[config.mk]
export PLATFORM = sky130hd
export DESIGN_NAME = pio_ports
export DESIGN_NICKNAME = d
export VERILOG_FILES = /design/src/logic/pio_pkg.sv /design/src/logic/stream_if.sv /design/src/logic/pio_fifo.sv /design/src/logic/pio_ports.sv
export SDC_FILE = /design/constraint.sdc
export NUM_CORES = 1
export LEC_CHECK = 0
export ABC_AREA = 1
export BUFFER_PORTS_ARGS = -buffer_cell sky130_fd_sc_hd__clkbuf_2
export CAP_MARGIN = 20
export CORE_MARGIN = 3
export CORE_UTILIZATION = 42
export CTS_BUF_LIST = sky130_fd_sc_hd__clkbuf_8
export DETAILED_ROUTE_END_ITERATION = 7
export HOLD_SLACK_MARGIN = 0.12
export PLACE_DENSITY = 0.74
export SKIP_LAST_GASP = 1
export SLEW_MARGIN = 5
export SYNTH_ARGS = -nofsm -noshare
export SYNTH_HDL_FRONTEND = slang
export SYNTH_SLANG_ARGS = --single-unit
[constraint.sdc]
create_clock -name sys_clk -period 2.3 [get_ports sys_clk]
set_input_delay 0.575 -clock sys_clk [delete_from_list [all_inputs] [get_ports sys_clk]]
set_output_delay 0.575 -clock sys_clk [all_outputs]
set_load 0.03 [all_outputs]
[src/logic/pio_pkg.sv]
// package: constants and types shared by the parallel i/o port design
package pio_pkg;
  // ----------------------------------------
  // widths and counts
  // ----------------------------------------
  localparam int DATA_W = 8; // byte-wide cable
  localparam int N_IN = 5; // input interfaces
  localparam int N_OUT = 6; // output-select lines
  localparam int ADDR_W = 5; // device address bits
  localparam int VEC_W = 3; // one of eight locations
  localparam int FIFO_DEPTH = 4; // words buffered toward the processor
  // ----------------------------------------
  // address map of the decoder
  // ----------------------------------------
  localparam logic [ADDR_W-1:0] IN_BASE = 5'h00; // input devices 0..4
  localparam logic [ADDR_W-1:0] OUT_BASE = 5'h08; // output devices from 8
  // ----------------------------------------
  // timing (strobe minimum width)
  // ----------------------------------------
  localparam int CLK_MHZ = 10;
  localparam int STROBE_MIN_NS = 50;
  localparam int STROBE_MIN_CYC = (STROBE_MIN_NS * CLK_MHZ + 999) / 1000;
  // ----------------------------------------
  // reset values
  // ----------------------------------------
  localparam logic [DATA_W-1:0] BYTE_RST = 8'h00;
  localparam logic [VEC_W-1:0] VEC_RST = 3'h0;
  // ----------------------------------------
  // types
  // ----------------------------------------
  typedef enum logic [1:0] {IO_IDLE, IO_READ, IO_WRITE} io_op_t;
endpackage

[src/logic/stream_if.sv]
// interface: valid/ready byte stream between core and fifo
interface stream_if #(parameter int W = 8) ();
  logic valid; // word offered
  logic ready; // word can be taken
  logic [W-1:0] data; // payload
  modport src (output valid, output data, input ready);
  modport snk (input valid, input data, output ready);
endinterface

[src/logic/pio_fifo.sv]
// module: small synchronous fifo with valid/ready on both sides
module pio_fifo #(
  parameter int WIDTH = 8,
  parameter int DEPTH = 4
) (
  input wire logic sys_clk,
  input wire logic arst_n,
  stream_if.snk wr,
  stream_if.src rd
);
  localparam int AW = $clog2(DEPTH);
  // pointer wrap bit only works for power-of-two depths
  if (DEPTH < 2 || (1 << AW) != DEPTH) begin : g_bad_depth
    $error("depth must be a power of two, at least 2");
  end
  logic [WIDTH-1:0] mem [DEPTH]; // storage
  logic [AW:0] wptr; // write pointer with wrap bit
  logic [AW:0] rptr; // read pointer with wrap bit
  wire push = wr.valid && wr.ready;
  wire pop = rd.valid && rd.ready;
  wire full = (wptr[AW] != rptr[AW]) && (wptr[AW-1:0] == rptr[AW-1:0]);
  wire empty = wptr == rptr;
  assign wr.ready = !full; // back-pressure to the source
  assign rd.valid = !empty;
  assign rd.data = mem[rptr[AW-1:0]];
  // storage write, no reset needed on data
  always_ff @(posedge sys_clk) begin
    if (push) mem[wptr[AW-1:0]] <= wr.data;
  end
  // pointer update
  always_ff @(posedge sys_clk or negedge arst_n) begin
    if (!arst_n) begin
      wptr <= '0;
      rptr <= '0;
    end else begin
      if (push) wptr <= wptr + 1'b1;
      if (pop) rptr <= rptr + 1'b1;
    end
  end
endmodule // pio_fifo

[src/logic/pio_ports.sv]
// module: parallel input and output handshake ports with decoder and arbiter
module pio_ports
  import pio_pkg::*;
(
  input wire logic sys_clk,
  input wire logic arst_n,
  // processor side
  input wire pio_pkg::io_op_t io_op, // idle, read, write cycle
  input wire logic [pio_pkg::ADDR_W-1:0] io_addr, // device address
  input wire logic [pio_pkg::DATA_W-1:0] io_wdata, // byte to an output
  input wire logic io_rready, // processor takes read word
  output logic io_rvalid, // read word available
  output logic [pio_pkg::DATA_W-1:0] io_rdata, // read byte
  output logic irq_n, // inverted request to processor
  output logic [pio_pkg::VEC_W-1:0] irq_vector, // location code
  // input cable side
  input wire logic [pio_pkg::N_IN*pio_pkg::DATA_W-1:0] in_data, // bytes from devices
  input wire logic [pio_pkg::N_IN-1:0] in_ready, // devices' ready strobes
  // output cable side
  output logic [pio_pkg::N_OUT*pio_pkg::DATA_W-1:0] out_data, // buffered bytes
  output logic [pio_pkg::N_OUT-1:0] out_ready, // ready lines to devices
  input wire logic [pio_pkg::N_OUT-1:0] out_accepted // devices' accepted strobes
);
  import pio_pkg::*;
  // ----------------------------------------
  // pin synchronisers and edge detect
  // ----------------------------------------
  logic [N_IN-1:0] in_rdy_s1, in_rdy_s2, in_rdy_d; // ready sync chain
  logic [N_OUT-1:0] acc_s1, acc_s2, acc_d; // accepted sync chain
  logic [N_IN*DATA_W-1:0] in_dat_s1, in_dat_s2; // data sync chain
  // rising edges only look at the second stage and its delay
  wire [N_IN-1:0] in_rise = in_rdy_s2 & ~in_rdy_d;
  wire [N_OUT-1:0] acc_rise = acc_s2 & ~acc_d;
  // sync processes
  always_ff @(posedge sys_clk or negedge arst_n) begin
    if (!arst_n) begin
      in_rdy_s1 <= '0;
      in_rdy_s2 <= '0;
      in_rdy_d <= '0;
      acc_s1 <= '0;
      acc_s2 <= '0;
      acc_d <= '0;
    end else begin
      in_rdy_s1 <= in_ready;
      in_rdy_s2 <= in_rdy_s1;
      in_rdy_d <= in_rdy_s2;
      acc_s1 <= out_accepted;
      acc_s2 <= acc_s1;
      acc_d <= acc_s2;
    end
  end
  // data path synchroniser; data is stable before ready so no skew hazard
  always_ff @(posedge sys_clk or negedge arst_n) begin
    if (!arst_n) begin
      in_dat_s1 <= '0;
      in_dat_s2 <= '0;
    end else begin
      in_dat_s1 <= in_data;
      in_dat_s2 <= in_dat_s1;
    end
  end
  // ----------------------------------------
  // address decode
  // ----------------------------------------
  // active-low selects, as the decoder drives them; inverted before use
  wire [ADDR_W-1:0] out_off = io_addr - OUT_BASE;
  wire [ADDR_W-1:0] in_off = io_addr - IN_BASE;
  wire in_range = (io_addr >= IN_BASE) && (in_off < ADDR_W'(N_IN));
  wire out_range = (io_addr >= OUT_BASE) && (out_off < ADDR_W'(N_OUT));
  wire [N_OUT-1:0] sel_out_n;
  wire [N_IN-1:0] sel_in_n;
  wire [N_OUT-1:0] sel_out = ~sel_out_n;
  wire [N_IN-1:0] sel_in = ~sel_in_n;
  wire read_go; // read accepted this cycle
  logic [N_OUT-1:0] strobe_d; // last cycle's write strobe
  // ----------------------------------------
  // read path into fifo
  // ----------------------------------------
  stream_if #(.W(DATA_W)) to_fifo ();
  stream_if #(.W(DATA_W)) from_fifo ();
  // read is held off while the fifo is full; op must persist
  assign read_go = (io_op == IO_READ) && in_range && to_fifo.ready;
  logic [N_IN-1:0] req; // interrupt request flags
  genvar g;
  generate
    for (g = 0; g < N_IN; g++) begin : g_in
      assign sel_in_n[g] = !(read_go && in_off == ADDR_W'(g));
      // set beats clear in the same cycle so no event is lost
      always_ff @(posedge sys_clk or negedge arst_n) begin
        if (!arst_n) req[g] <= 1'b0;
        else if (in_rise[g]) req[g] <= 1'b1;
        else if (sel_in[g]) req[g] <= 1'b0;
      end
      // checked on every input slot, since a device may sit on any of them
      property p_req_set;
        @(posedge sys_clk) disable iff (!arst_n) in_rise[g] |=> req[g];
      endproperty
      a_req_set: assert property (p_req_set) else $error("request not set by ready rise");
      property p_req_clr;
        @(posedge sys_clk) disable iff (!arst_n) sel_in[g] && !in_rise[g] |=> !req[g];
      endproperty
      a_req_clr: assert property (p_req_clr) else $error("request not cleared by read");
    end
    for (g = 0; g < N_OUT; g++) begin : g_out
      assign sel_out_n[g] = !((io_op == IO_WRITE) && out_range && out_off == ADDR_W'(g));
      // buffer loads only on a strobe, so it stays put while ready is up
      always_ff @(posedge sys_clk or negedge arst_n) begin
        if (!arst_n) out_data[g*DATA_W +: DATA_W] <= BYTE_RST;
        else if (sel_out[g]) out_data[g*DATA_W +: DATA_W] <= io_wdata;
      end
      // ready raised at trailing edge; accept clears unless a new trailing edge
      always_ff @(posedge sys_clk or negedge arst_n) begin
        if (!arst_n) out_ready[g] <= 1'b0;
        else if (strobe_d[g] && !sel_out[g]) out_ready[g] <= 1'b1;
        else if (acc_rise[g]) out_ready[g] <= 1'b0;
      end
    end
  endgenerate
  // strobe history for trailing edge detection
  always_ff @(posedge sys_clk or negedge arst_n) begin
    if (!arst_n) strobe_d <= '0;
    else strobe_d <= sel_out;
  end
  // gather the addressed byte whether or not its flag is set
  logic [DATA_W-1:0] rd_byte;
  always_comb begin
    rd_byte = BYTE_RST;
    for (int i = 0; i < N_IN; i++) begin
      if (sel_in[i]) rd_byte = in_dat_s2[i*DATA_W +: DATA_W];
    end
  end
  assign to_fifo.valid = read_go;
  assign to_fifo.data = rd_byte;
  pio_fifo #(.WIDTH(DATA_W), .DEPTH(FIFO_DEPTH)) u_fifo (
    .sys_clk(sys_clk),
    .arst_n(arst_n),
    .wr(to_fifo),
    .rd(from_fifo)
  );
  // registered read output stage
  assign from_fifo.ready = !io_rvalid || io_rready;
  always_ff @(posedge sys_clk or negedge arst_n) begin
    if (!arst_n) begin
      io_rvalid <= 1'b0;
      io_rdata <= BYTE_RST;
    end else if (from_fifo.ready) begin
      io_rvalid <= from_fifo.valid;
      if (from_fifo.valid) io_rdata <= from_fifo.data;
    end
  end
  // ----------------------------------------
  // priority arbiter
  // ----------------------------------------
  // lowest index wins; position fixes priority
  logic [VEC_W-1:0] next_vec;
  always_comb begin
    next_vec = VEC_RST;
    for (int i = N_IN - 1; i >= 0; i--) begin
      if (req[i]) next_vec = VEC_W'(i);
    end
  end
  // request leaves inverted, code follows the winner
  always_ff @(posedge sys_clk or negedge arst_n) begin
    if (!arst_n) begin
      irq_n <= 1'b1;
      irq_vector <= VEC_RST;
    end else begin
      irq_n <= ~(|req);
      irq_vector <= next_vec;
    end
  end
  // ----------------------------------------
  // assertions
  // ----------------------------------------
  // the read byte must not move while the processor stalls
  property p_rhold;
    @(posedge sys_clk) disable iff (!arst_n) io_rvalid && !io_rready |=> io_rvalid && $stable(io_rdata);
  endproperty
  a_rhold: assert property (p_rhold) else $error("read byte dropped while stalled");
  property p_irq;
    @(posedge sys_clk) disable iff (!arst_n) req[1] && !req[0] |=> !irq_n && irq_vector == 3'h1;
  endproperty
  a_irq: assert property (p_irq) else $error("wrong vector or request");
  property p_onehot;
    @(posedge sys_clk) disable iff (!arst_n) $onehot0(sel_out);
  endproperty
  a_onehot: assert property (p_onehot) else $error("more than one output select");
  property p_load;
    @(posedge sys_clk) disable iff (!arst_n) sel_out[2] |=> out_data[2*DATA_W +: DATA_W] == $past(io_wdata);
  endproperty
  a_load: assert property (p_load) else $error("buffer not loaded");
  property p_trail;
    @(posedge sys_clk) disable iff (!arst_n) $rose(sel_out[0]) |=> !$rose(out_ready[0]);
  endproperty
  a_trail: assert property (p_trail) else $error("ready rose at leading edge");
  property p_acc;
    @(posedge sys_clk) disable iff (!arst_n) acc_rise[0] && !(strobe_d[0] && !sel_out[0]) |=> !out_ready[0];
  endproperty
  a_acc: assert property (p_acc) else $error("ready not cleared by accept");
  property p_hold;
    @(posedge sys_clk) disable iff (!arst_n) out_ready[3] && !sel_out[3] |=> $stable(out_data[3*DATA_W +: DATA_W]);
  endproperty
  a_hold: assert property (p_hold) else $error("output byte changed while ready");
  property p_read;
    @(posedge sys_clk) disable iff (!arst_n)
      read_go && sel_in[2] && !req[2] |-> to_fifo.data == in_dat_s2[2*DATA_W +: DATA_W];
  endproperty
  a_read: assert property (p_read) else $error("flagless read not taken");
endmodule // pio_ports

### Word level (Yosys, flattened, before mapping)

Memories as Yosys holds them, arrays and structs flattened. A register that Yosys moved wholly into a read port is not among the register bits.
Index checks and enable logic that the tools add are counted.

* input bits: 69
* memories: 1
* RAM bits: 32
* bits in latches: 0
* ROM bits: 0
* output and inout bits: 67
* register bits after elaboration: 189

* $lt $le $gt $ge: 4
* reduce and logical (&&, ||, !) cells: 62
* bitwise logic cells: 8
* shift-type cells: 0
* $add $sub $neg: 3
* divide/modulo/power cells: 0
* $mul: 0
* equality and inequality tests: 14
* mux-type cells: 34

Memories
* u_fifo.mem: words 4, bits a word 8, read ports 1, clocked after memory_dff 1, wr ports 1, RTL line pio_fifo.sv:16 `logic [WIDTH-1:0] mem [DEPTH];`

Operators by type and width (count)
* $mux W8: 5
* $logic_and A1 B1 Y1: 25
* $mux W1: 24
* $reduce_bool A2 Y1: 11
* $logic_not A1 Y1: 21
* $eq A5 B2 Y1 const B: 4
* $eq A5 B3 Y1 const B: 3
* $mux W3: 5
* $not A6 Y6: 2
* $eq A5 B1 Y1 const B: 2
* $logic_not A5 Y1: 2
* $lt A5 B3 Y1 const B: 2
* $not A5 Y5: 2
* $add A3 B1 Y3 const B: 2
* $and A6 B6 Y6: 1
* $and A5 B5 Y5: 1
* $ge A5 B1 Y1 const B: 1
* $ge A5 B4 Y1 const B: 1
* $reduce_or A5 Y1: 1
* $sub A5 B4 Y5 const B: 1
* $eq A3 B3 Y1: 1
* $eq A2 B1 Y1 const B: 1
* $eq A2 B2 Y1: 1
* $eq A2 B2 Y1 const B: 1
* 4 further kinds: 5

### Depth between registers and ports, before layout

Gate-level depths: netlist of the first run.

* depth after elaboration: 12
* gate-level depth with buffers: 10

### Modules after synthesis

From an unflattened synthesis of the first run, not the netlist that was laid out.

* cells, all modules: 630
* area, all modules: 8023.9 µm²

By module, submodules not included
* pio_ports: sequential area each 4780.8 µm², cells an instance 494, area each 6377.4 µm², times used 1
* pio_fifo: sequential area each 1111.1 µm², cells an instance 136, area each 1646.6 µm², times used 1

### Least setup slack after synthesis of the first run

Ideal clock, no wire load.

* path kind: input to register
* start point: in io_addr[4] (netlist name)
* end point: mem u_fifo.mem[0][0], enable pin
* buffers on the path: 0
* data arrival time: 1656 ps
* setup slack: 274 ps
* stages on the path: 6
* setup time: 371 ps
* required time: 1929 ps
* cell sequence: inv_1 -> ha_1 -> nand3b_1 -> nor2_4 -> nand2_4 -> nor2_1

* word-level cells in the longest chain between the ends: 7

Ends and longest elaborated chain
* from (decl): RTL line pio_ports.sv:9 `input wire logic [pio_pkg::ADDR_W-1:0] io_addr,`
* $ge A5 B1 Y1 or $lt A5 B3 Y1 (tied branches): RTL line pio_ports.sv:68 `wire in_range = (io_addr >= IN_BASE) && (in_off < ADDR_W'(N_IN));`
* $logic_and A1 B1 Y1 (*): RTL line pio_ports.sv:68
* $logic_and A1 B1 Y1 (*) (2 in a row): RTL line pio_ports.sv:82 `assign read_go = (io_op == IO_READ) && in_range && to_fifo.ready;`
* $logic_and A1 B1 Y1 (*): RTL line pio_fifo.sv:19 `wire push = wr.valid && wr.ready;`
* $mux W1 (*): RTL line pio_fifo.sv:28 `if (push) mem[wptr[AW-1:0]] <= wr.data;`
* $mux W1 (implied by the code) (*): RTL line pio_fifo.sv:28
* to (decl): RTL line pio_fifo.sv:16

Every way passes the cells marked *; elsewhere a longest branch is shown, timed or not.

### Worst setup path in the final report of the first run

* start point: reg u_fifo.rptr[1]
* end point: mem u_fifo.mem[2][1] (data pin)

* word-level cells in the longest chain between the ends: 12

Ends and longest elaborated chain
* from (decl): RTL line pio_fifo.sv:18 `logic [AW:0] rptr;`
* from (signal assigned): RTL line pio_fifo.sv:37 `if (pop) rptr <= rptr + 1'b1;`
* $eq A2 B2 Y1 (*): RTL line pio_fifo.sv:21 `wire full = (wptr[AW] != rptr[AW]) && (wptr[AW-1:0] == rptr[AW-1:0]);`
* $logic_and A1 B1 Y1 (*): RTL line pio_fifo.sv:21
* $logic_not A1 Y1 (*): RTL line pio_fifo.sv:23 `assign wr.ready = !full;`
* $logic_and A1 B1 Y1 (*): RTL line pio_ports.sv:82
* $logic_and A1 B1 Y1: RTL line pio_ports.sv:87 `assign sel_in_n[g] = !(read_go && in_off == ADDR_W'(g));`
* $logic_not A1 Y1: RTL line pio_ports.sv:87
* $not A5 Y5 (*): RTL line pio_ports.sv:73 `wire [N_IN-1:0] sel_in = ~sel_in_n;`
* $mux W8 (4 in a row): RTL line pio_ports.sv:129 `if (sel_in[i]) rd_byte = in_dat_s2[i*DATA_W +: DATA_W];`
* $mux W8 (*): RTL line pio_ports.sv:129
* via rd_byte[1]: RTL line pio_ports.sv:125 `logic [DATA_W-1:0] rd_byte;`

The timed path passes the listed nets; every way through them passes the cells marked *.

==> summary.txt, run 1 <==
Outcome
  • Status: finished clean

STA
  • Fmax: 0.520 GHz
  • Setup violators final: 0
  • Final min period: 1.92 ns
  • Final Cycle Share: a little over four fifths
  • Pins Over Slew Limit: 0
  • Slew HR: 64.5%
  • Unrepaired setup endpoints after global routing: false
  • Fin Clk Skew: roughly 0.011 ns
  • Final Hold Fails: 0
  • Setup_tns: 0 ns
  • Smallest hold slack: 0.160 ns
  • Slew @ Worst Pin: 0.532 ns

Critical path
  • Highest-delay cell along the critical path: dfrtp_1
  • Buf/Inv on CP: 1
  • Worst Path Arrival: approximately 2.1 ns
  • Kind of end point of the critical path: flip-flop
  • Crit start category: flip-flop
  • Largest stage delay on the critical path: 0.59 ns
  • Critical path's most frequent cell: nand2_1
  • CP Max Fanout: 16
  • R2R depth: 8
  • R2r setup slk: 0.38 ns
  • Worst reg2reg path startpoint: u_fifo.rptr[1]
  • Worst r2r dst: u_fifo.mem[2][1]
  • WP data required: around 2.5 ns
  • Cell Chain, Critical Path: nand2_1, nand2_1, nand3_2, buf_4, nand4_1, nand2_1, nor2_1, nand3_1
  • Crit Path Class: flip-flop to flip-flop
  • CP delay by family, top: simple AND/OR/NAND/NOR gates

Synth
  • Top cells by count, synth: dfrtp_1, nand2_1, o21ai_0
  • Synth Warn #: 0
  • Yosys top cell by area: dfrtp_1
  • Share of flip-flops with an asynchronous set or reset: 86.0%
  • Post-synth EDFFs: 32
  • Synth Area per Inst: 12.6 sq um
  • Yosys cell types: 34
  • Top-area cell type share of the netlist area: 62.0%
  • Top-count cell post-synth: dfrtp_1
  • Ys flop type: dfrtp_1
  • Sequential area share after synthesis: 74.5%
  • Syn_nets: 707
  • Post-Syn Instances: 630
  • Post-synthesis register bit count: 229
  • Top cells by area, synth: dfrtp_1, edfxtp_1, nand2_1
  • Netlist Area Pre-Place: 7910 sq um

Pwr
  • Max VDD drop: 0.582 mV
  • Power Dens Cells: around 1000 nW/um^2
  • Lkg Pwr: 4.91 nW
  • Power Total: roughly 9.8 mW

Routing
  • Via Count: 4,939
  • Post-DRT Antenna Nets: 0
  • Post-DR vias/cell: 4.63
  • DR WL/cell: 14.8 microns
  • DRC viols: 0
  • Drt pass-1 iters: 4
  • Initial DRC count: 289
  • Final WL: approximately 16,000 microns

Clocking
  • H-tree depth: 2
  • CTS tree: done
  • Hold buffers post-CTS: 1
  • Cts bufs inserted: 37
  • Clk pin slew, worst setup/hold paths: 0.06 ns
  • Post-CTS resize count: 0
  • Clk sinks: approximately 230
  • Clk_lat worst skew: 0.52 ns
  • Setup Fix Bufs, Post-CTS: 0
  • Longest Clk Path Bufs: 3
  • Clock Tree Root: clkbuf_8

Hold path
  • Hold EP: in_dat_s1[39]
  • Hold Path Depth: 1
  • Worst min path class: input port to flip-flop
  • Min-delay src: in_data[39]

GRT
  • Initial antenna violation count: 0
  • First-pass GRT wire length: 25,600 microns
  • Total gr overflow: 0
  • Largest net degree at the start of global routing: 66
  • Total track usage: roughly 16%
  • Vias in the first global route: 4,974

Floorplan
  • Core Region: 18,200 sq um
  • I/O pin count: 136
  • Core Rows: 49
  • Starting density of the core: around 43%
  • Die X-Extent: 143 microns
  • Die H: roughly 140 microns
  • Die ar.: 20,500 sq um

Finish
  • Fin nets: 885
  • Area Overhead vs Synth: 24.3%
  • Layout cell share with drive strength beyond 1: around 29%
  • Ant. Diodes: 0

Placement
  • Routability cong.: slightly above 0.8
  • Port bufs: 135
  • Post-DP HPWL: 11,000 microns

Job
  • Max-cap violations: 0
-- through the flow --
step | setup WS (ns) | utilization (%) | cells | area, sq um
after floorplan | 0.274 | - | 630 | 7910
after global placement | 0.144 | 49.2 | 997 | 8960
after detailed placement | 0.0501 | 49.2 | 997 | 8960
after CTS | 0.388 | 54.0 | 1066 | 9830
after global routing | 0.177 | 54.0 | 1066 | 9830
final | 0.377 | 54.0 | 1066 | 9830
-- layout make-up --
type	instances	area, sq um
clock inverter	17	156
tap	229	287
inverter	70	265
multi-input combinational	316	1670
timing repair buffer	154	855
fill	1481	8380
sequential	229	5890
clock buffer	51	702
-- worst reg2reg max path: stages (launching register included) --
cell,delay (ns)
dfrtp_1,0.59
nand2_1,0.10
nand2_1,0.11
nand3_2,0.15
buf_4,0.24
nand4_1,0.09
nand2_1,0.06
nor2_1,0.12
nand3_1,0.17
-- worst max-delay path by stage --
| stage | endpoint | startpoint | slack (ns) | depth (start not counted) |
|---|---|---|---|---|
| 2_1_floorplan | u_fifo.mem[0][0] | io_addr[4] | 0.27 | 6 |
| 3_3_place_gp | out_data[36] | io_addr[3] | 0.14 | 10 |
| 3_5_place_dp | out_data[39] | io_addr[3] | 0.05 | 10 |
| 4_1_cts | u_fifo.mem[2][1] | u_fifo.rptr[1] | 0.39 | 8 |
| 5_1_grt | u_fifo.mem[2][1] | u_fifo.rptr[1] | 0.18 | 8 |
| 6_report | u_fifo.mem[2][1] | u_fifo.rptr[1] | 0.38 | 8 |
-- cells in the final DEF (no fill, tap or decap), drive strengths merged --
master	count
ha	8
xnor2	1
a21oi	4
clkinvlp	1
dfstp	1
nor2	49
nand3b	1
a211oi	1
inv	77
nor4	1
edfxtp	32
o21ai	82
dfrtp	196
clkbuf	186
nand3	33
nor3b	2
xor2	4
clkinv	6
nand2	97
dlygate4sd3	1
buf	18
bufinv	3
o22ai	11
nor3	4
nand4	18
-- power breakdown --
group          switching (mW)  leakage [nW]  internal (mW)
Clock                    1.52         0.472           2.32
Combinational           0.932          1.71          0.458
Sequential              0.170          2.72           4.38
Total                    2.63          4.91           7.16
-- flip-flops by register name (all words and copies together) (netlist names), 5 cells and up --
register,flops
in_rdy_d,5
acc_s2,6
u_fifo.mem,32
req,5
out_ready,6
io_rdata,8
out_data,48
strobe_d,6
in_dat_s2,40
in_rdy_s2,5
in_rdy_s1,5
acc_d,6
acc_s1,6
in_dat_s1,40
-- cells by family after synthesis --
group / synth area share [%]
AO/OA/AOI/OAI: 6.79
XOR/XNOR: 0.554
adder cells (fa/ha/maj): 1.27
buffers and inverters: 4.37
flip-flops: 74.5
AND/OR/NAND/NOR: 12.5
-- per-layer routing --
metal	vias to the layer above	track usage, %	routed length [microns]
met4	0	6.99	603
met1	2343	21.2	6780
met3	44	4.22	868
met2	129	24.6	7500
li1	2423	-	-
met5	-	0	0
No activity file was read; power rests on OpenSTA's default activity.
==> run 2, diff against run 1 <==
==> constraint.sdc (replaced) <==
create_clock -name sys_clk -period 1.77 [get_ports sys_clk]
set_input_delay 0.4425 -clock sys_clk [delete_from_list [all_inputs] [get_ports sys_clk]]
set_output_delay 0.4425 -clock sys_clk [all_outputs]
set_load 0.03 [all_outputs]
==> run 2 against run 1 <==
Effect of this change:
- sequential power is 29% higher
- total power increased by 28%
- clock-buffer cell count decreased by 7
- first-iteration DRC count is 6.2% lower
- utilization up 4.1 points
- global-route usage up 1.7 points
- final cell count rose by 7.3%
- flip-flop and latch count unchanged
- die area stayed put
- clock skew is 0.020 ns higher
- non-clock buffer count is 83 higher
- critical path type unchanged
==> summary.txt, run 2 (same netlist as run 1, synthesis figures left out) <==
Routing
  • Initial DRC count: 271 (-6.2%)
  • Post-DR vias/cell: 4.73 (+2.1%)
  • Drt pass-1 iters: 4 (unchanged)
  • Post-DRT Antenna Nets: 0 (unchanged)
  • Via Count: 5,413 (+9.6%)
  • Final WL: 17,600 microns (+12%)
  • DR WL/cell: 15.4 microns (+4.1%)
  • DRC viols: 0 (unchanged)

Critical path
  • Worst reg2reg path startpoint: u_fifo.rptr[0]
  • Worst r2r dst: u_fifo.mem[3][3]
  • WP data required: 2.01 ns (-0.51 ns)
  • CP Max Fanout: 16 (unchanged)
  • R2r setup slk: 0.04 ns (-0.34 ns)
  • Crit Path Class: flip-flop to flip-flop
  • R2R depth: 7 (-1)
  • Crit start category: flip-flop
  • Worst Path Arrival: 1.97 ns (-0.17 ns)
  • Kind of end point of the critical path: flip-flop

Finish
  • Final non-filler cell total: 1,144 (+7.3%)
  • Most frequent cells in the layout: dfrtp_1, clkbuf_2, nand2_1, inv_1, o21ai_0
  • Area Overhead vs Synth: 33.8%
  • Fin nets: 967 (+9.3%)
  • Filler cells: 1,419 (-4.2%)
  • Finished Cell Area: 10,600 sq um (+7.6%)
  • Top reg by flops: out_data
  • Most common cell after layout, fill and taps aside: dfrtp_1
  • Layout cell share with drive strength beyond 1: 30.4% (+1.1 points)
  • Final core utilization: 58.1% (+4.1 points)
  • Ant. Diodes: 0 (unchanged)
  • Top flop regs: out_data (48), in_dat_s1 (40), in_dat_s2 (40)
  • Max FFs per register: 48 (unchanged)

Pwr
  • Max VDD drop: 0.615 mV (+5.7%)
  • Sw frac: 28.2% (+1.4 points)
  • Pint: 8.98 mW (+25%)
  • Power Dens Cells: 1180 nW/um^2 (+19%)
  • Lkg Pwr: 5.30 nW (+8.0%)
  • Seq pwr share: 47.1% (+0.6 points)
  • P_sw: 3.53 mW (+35%)
  • Comb pwr share: 18.1% (+3.9 points)
  • Clock Power Share: 34.8% (-4.5 points)

Outcome
  • Status: finished clean

Floorplan
  • Starting density of the core: 43.4% (unchanged)
  • Core Rows: 49 (unchanged)
  • Die ar.: 20,500 sq um (unchanged)
  • Core Region: 18,200 sq um (unchanged)
  • Die H: 143 microns (unchanged)
  • Die X-Extent: 143 microns (unchanged)
  • I/O pin count: 136 (unchanged)

STA
  • Fmax: 0.577 GHz (+11%)
  • Fin Clk Skew: 0.0316 ns (+0.0202 ns)
  • Slew HR: 65.6% (+1.1 points)
  • Setup violators final: 0 (unchanged)
  • Final Cycle Share: 97.9% (+14 points)
  • Pins Over Slew Limit: 0 (unchanged)
  • Final min period: 1.73 ns (-0.190 ns)
  • Final Hold Fails: 0 (unchanged)
  • Slew @ Worst Pin: 0.514 ns (-0.0184 ns)

Clocking
  • Clk_lat worst skew: 0.52 ns (about the same)
  • Clk sinks: 229 (unchanged)
  • Clock Tree Root: clkbuf_8
  • Cts bufs inserted: 36 (-2.7%)
  • CTS tree: done
  • Clk pin slew, worst setup/hold paths: 0.07 ns (about the same)
  • H-tree depth: 2 (unchanged)
  • Longest Clk Path Bufs: 3 (unchanged)

GRT
  • Initial antenna violation count: 0 (unchanged)
  • Largest net degree at the start of global routing: 64 (-3.0%)
  • First-pass GRT wire length: 28,300 microns (+11%)
  • Total track usage: 17.6% (+1.7 points)
  • Vias in the first global route: 5,605 (+13%)
  • Total gr overflow: 0 (unchanged)

Placement
  • Post-DP HPWL: 11,600 microns (+5.6%)
  • Routability cong.: 0.826 (+1.4%)
  • Port bufs: 135 (unchanged)
  • Cell Area, Placed: 9280 sq um (+3.6%)
  • Placed insts: 1,028 (+3.1%)

Hold path
  • Min-delay src: io_rready
  • Hold EP: io_rvalid
  • Worst min path class: input port to flip-flop
  • Hold Path Depth: 4 (+3)

Job
  • Max-cap violations: 0 (unchanged)
run 2: changes by cell type in the layout (fill, tap and decap cells not counted), sizes merged:
cell and change:
clkinvlp +1, clkbuf -7, buf +32, inv +3, dlygate4sd3 +51, bufinv -2
run 2: what timing repair did:
action                                  4_1_cts  5_1_grt
hold buffers                                 52        0
resized for setup                             1       10
endpoints found under the setup margin       16       32
endpoints found under the hold margin       109        0
buffers inserted                              0        1
cloned                                        0        0
pin swaps                                     1        1
run 2: worst max-delay path by stage:
stage / from / depth (start not counted) / end
global route: u_fifo.rptr[0] / 7 / u_fifo.mem[2][4]
detailed placement: io_addr[4] / 10 / out_data[13]
finish: u_fifo.rptr[0] / 7 / u_fifo.mem[3][3]
floorplan: io_addr[4] / 6 / u_fifo.mem[0][0]
global placement: io_addr[4] / 8 / u_fifo.mem[1][5]
CTS: u_fifo.wptr[0] / 7 / u_fifo.mem[3][3]
run 2: layer usage:
layer / GRT usage, % / wire, microns / up-vias
li1: - / - / 2599
met2: 29.5 / 9060 / 157
met5: 0 / 0 / -
met4: 8.42 / 624 / 0
met1: 21.7 / 7030 / 2611
met3: 3.99 / 869 / 46
run 2: cell type report:
class	instances	area, sq um	area share, %
Multi-Input combinational cell	316	1720	16.3
Sequential cell	229	5890	55.7
Timing Repair Buffer	237	1700	16.0
Inverter	70	265	2.51
Tap cell	229	287	2.71
Clock inverter	19	111	1.05
Clock buffer	44	606	5.72
run 2: critical path: stages, from the launching register on:
cell	delay (ns)
dfrtp_1	0.42
xnor2_2	0.25
nand3_4	0.16
buf_6	0.19
nand4_1	0.07
nand2_1	0.06
nor2_1	0.16
nand3_2	0.13
run 2: stage by stage:
stage | total power [mW] | setup slack [ns] | TNS, ns | hold slack (ns)
after global placement | 8.01 | -0.112 | -5.98 | 0.332
after floorplan | 7.19 | -0.124 | -3.02 | 0.147
after CTS | 12.6 | 0.0241 | 0 | 0.166
after detailed placement | 8.08 | -0.201 | -12.73 | 0.335
final | 12.5 | 0.0378 | 0 | 0.182
after global routing | 13.2 | -0.0294 | -0.334 | 0.178
run 2: power groups by stage:
| stage | combinational [mW] | sequential, mW | clock, mW |
|---|---|---|---|
| 6_report | 2.27 | 5.89 | 4.35 |
| 5_1_grt | 2.52 | 5.93 | 4.73 |
| 4_1_cts | 2.21 | 5.89 | 4.45 |
| 3_5_place_dp | 2.10 | 5.98 | 0 |
| 3_3_place_gp | 2.04 | 5.97 | 0 |
| 2_1_floorplan | 0.972 | 6.22 | 0 |
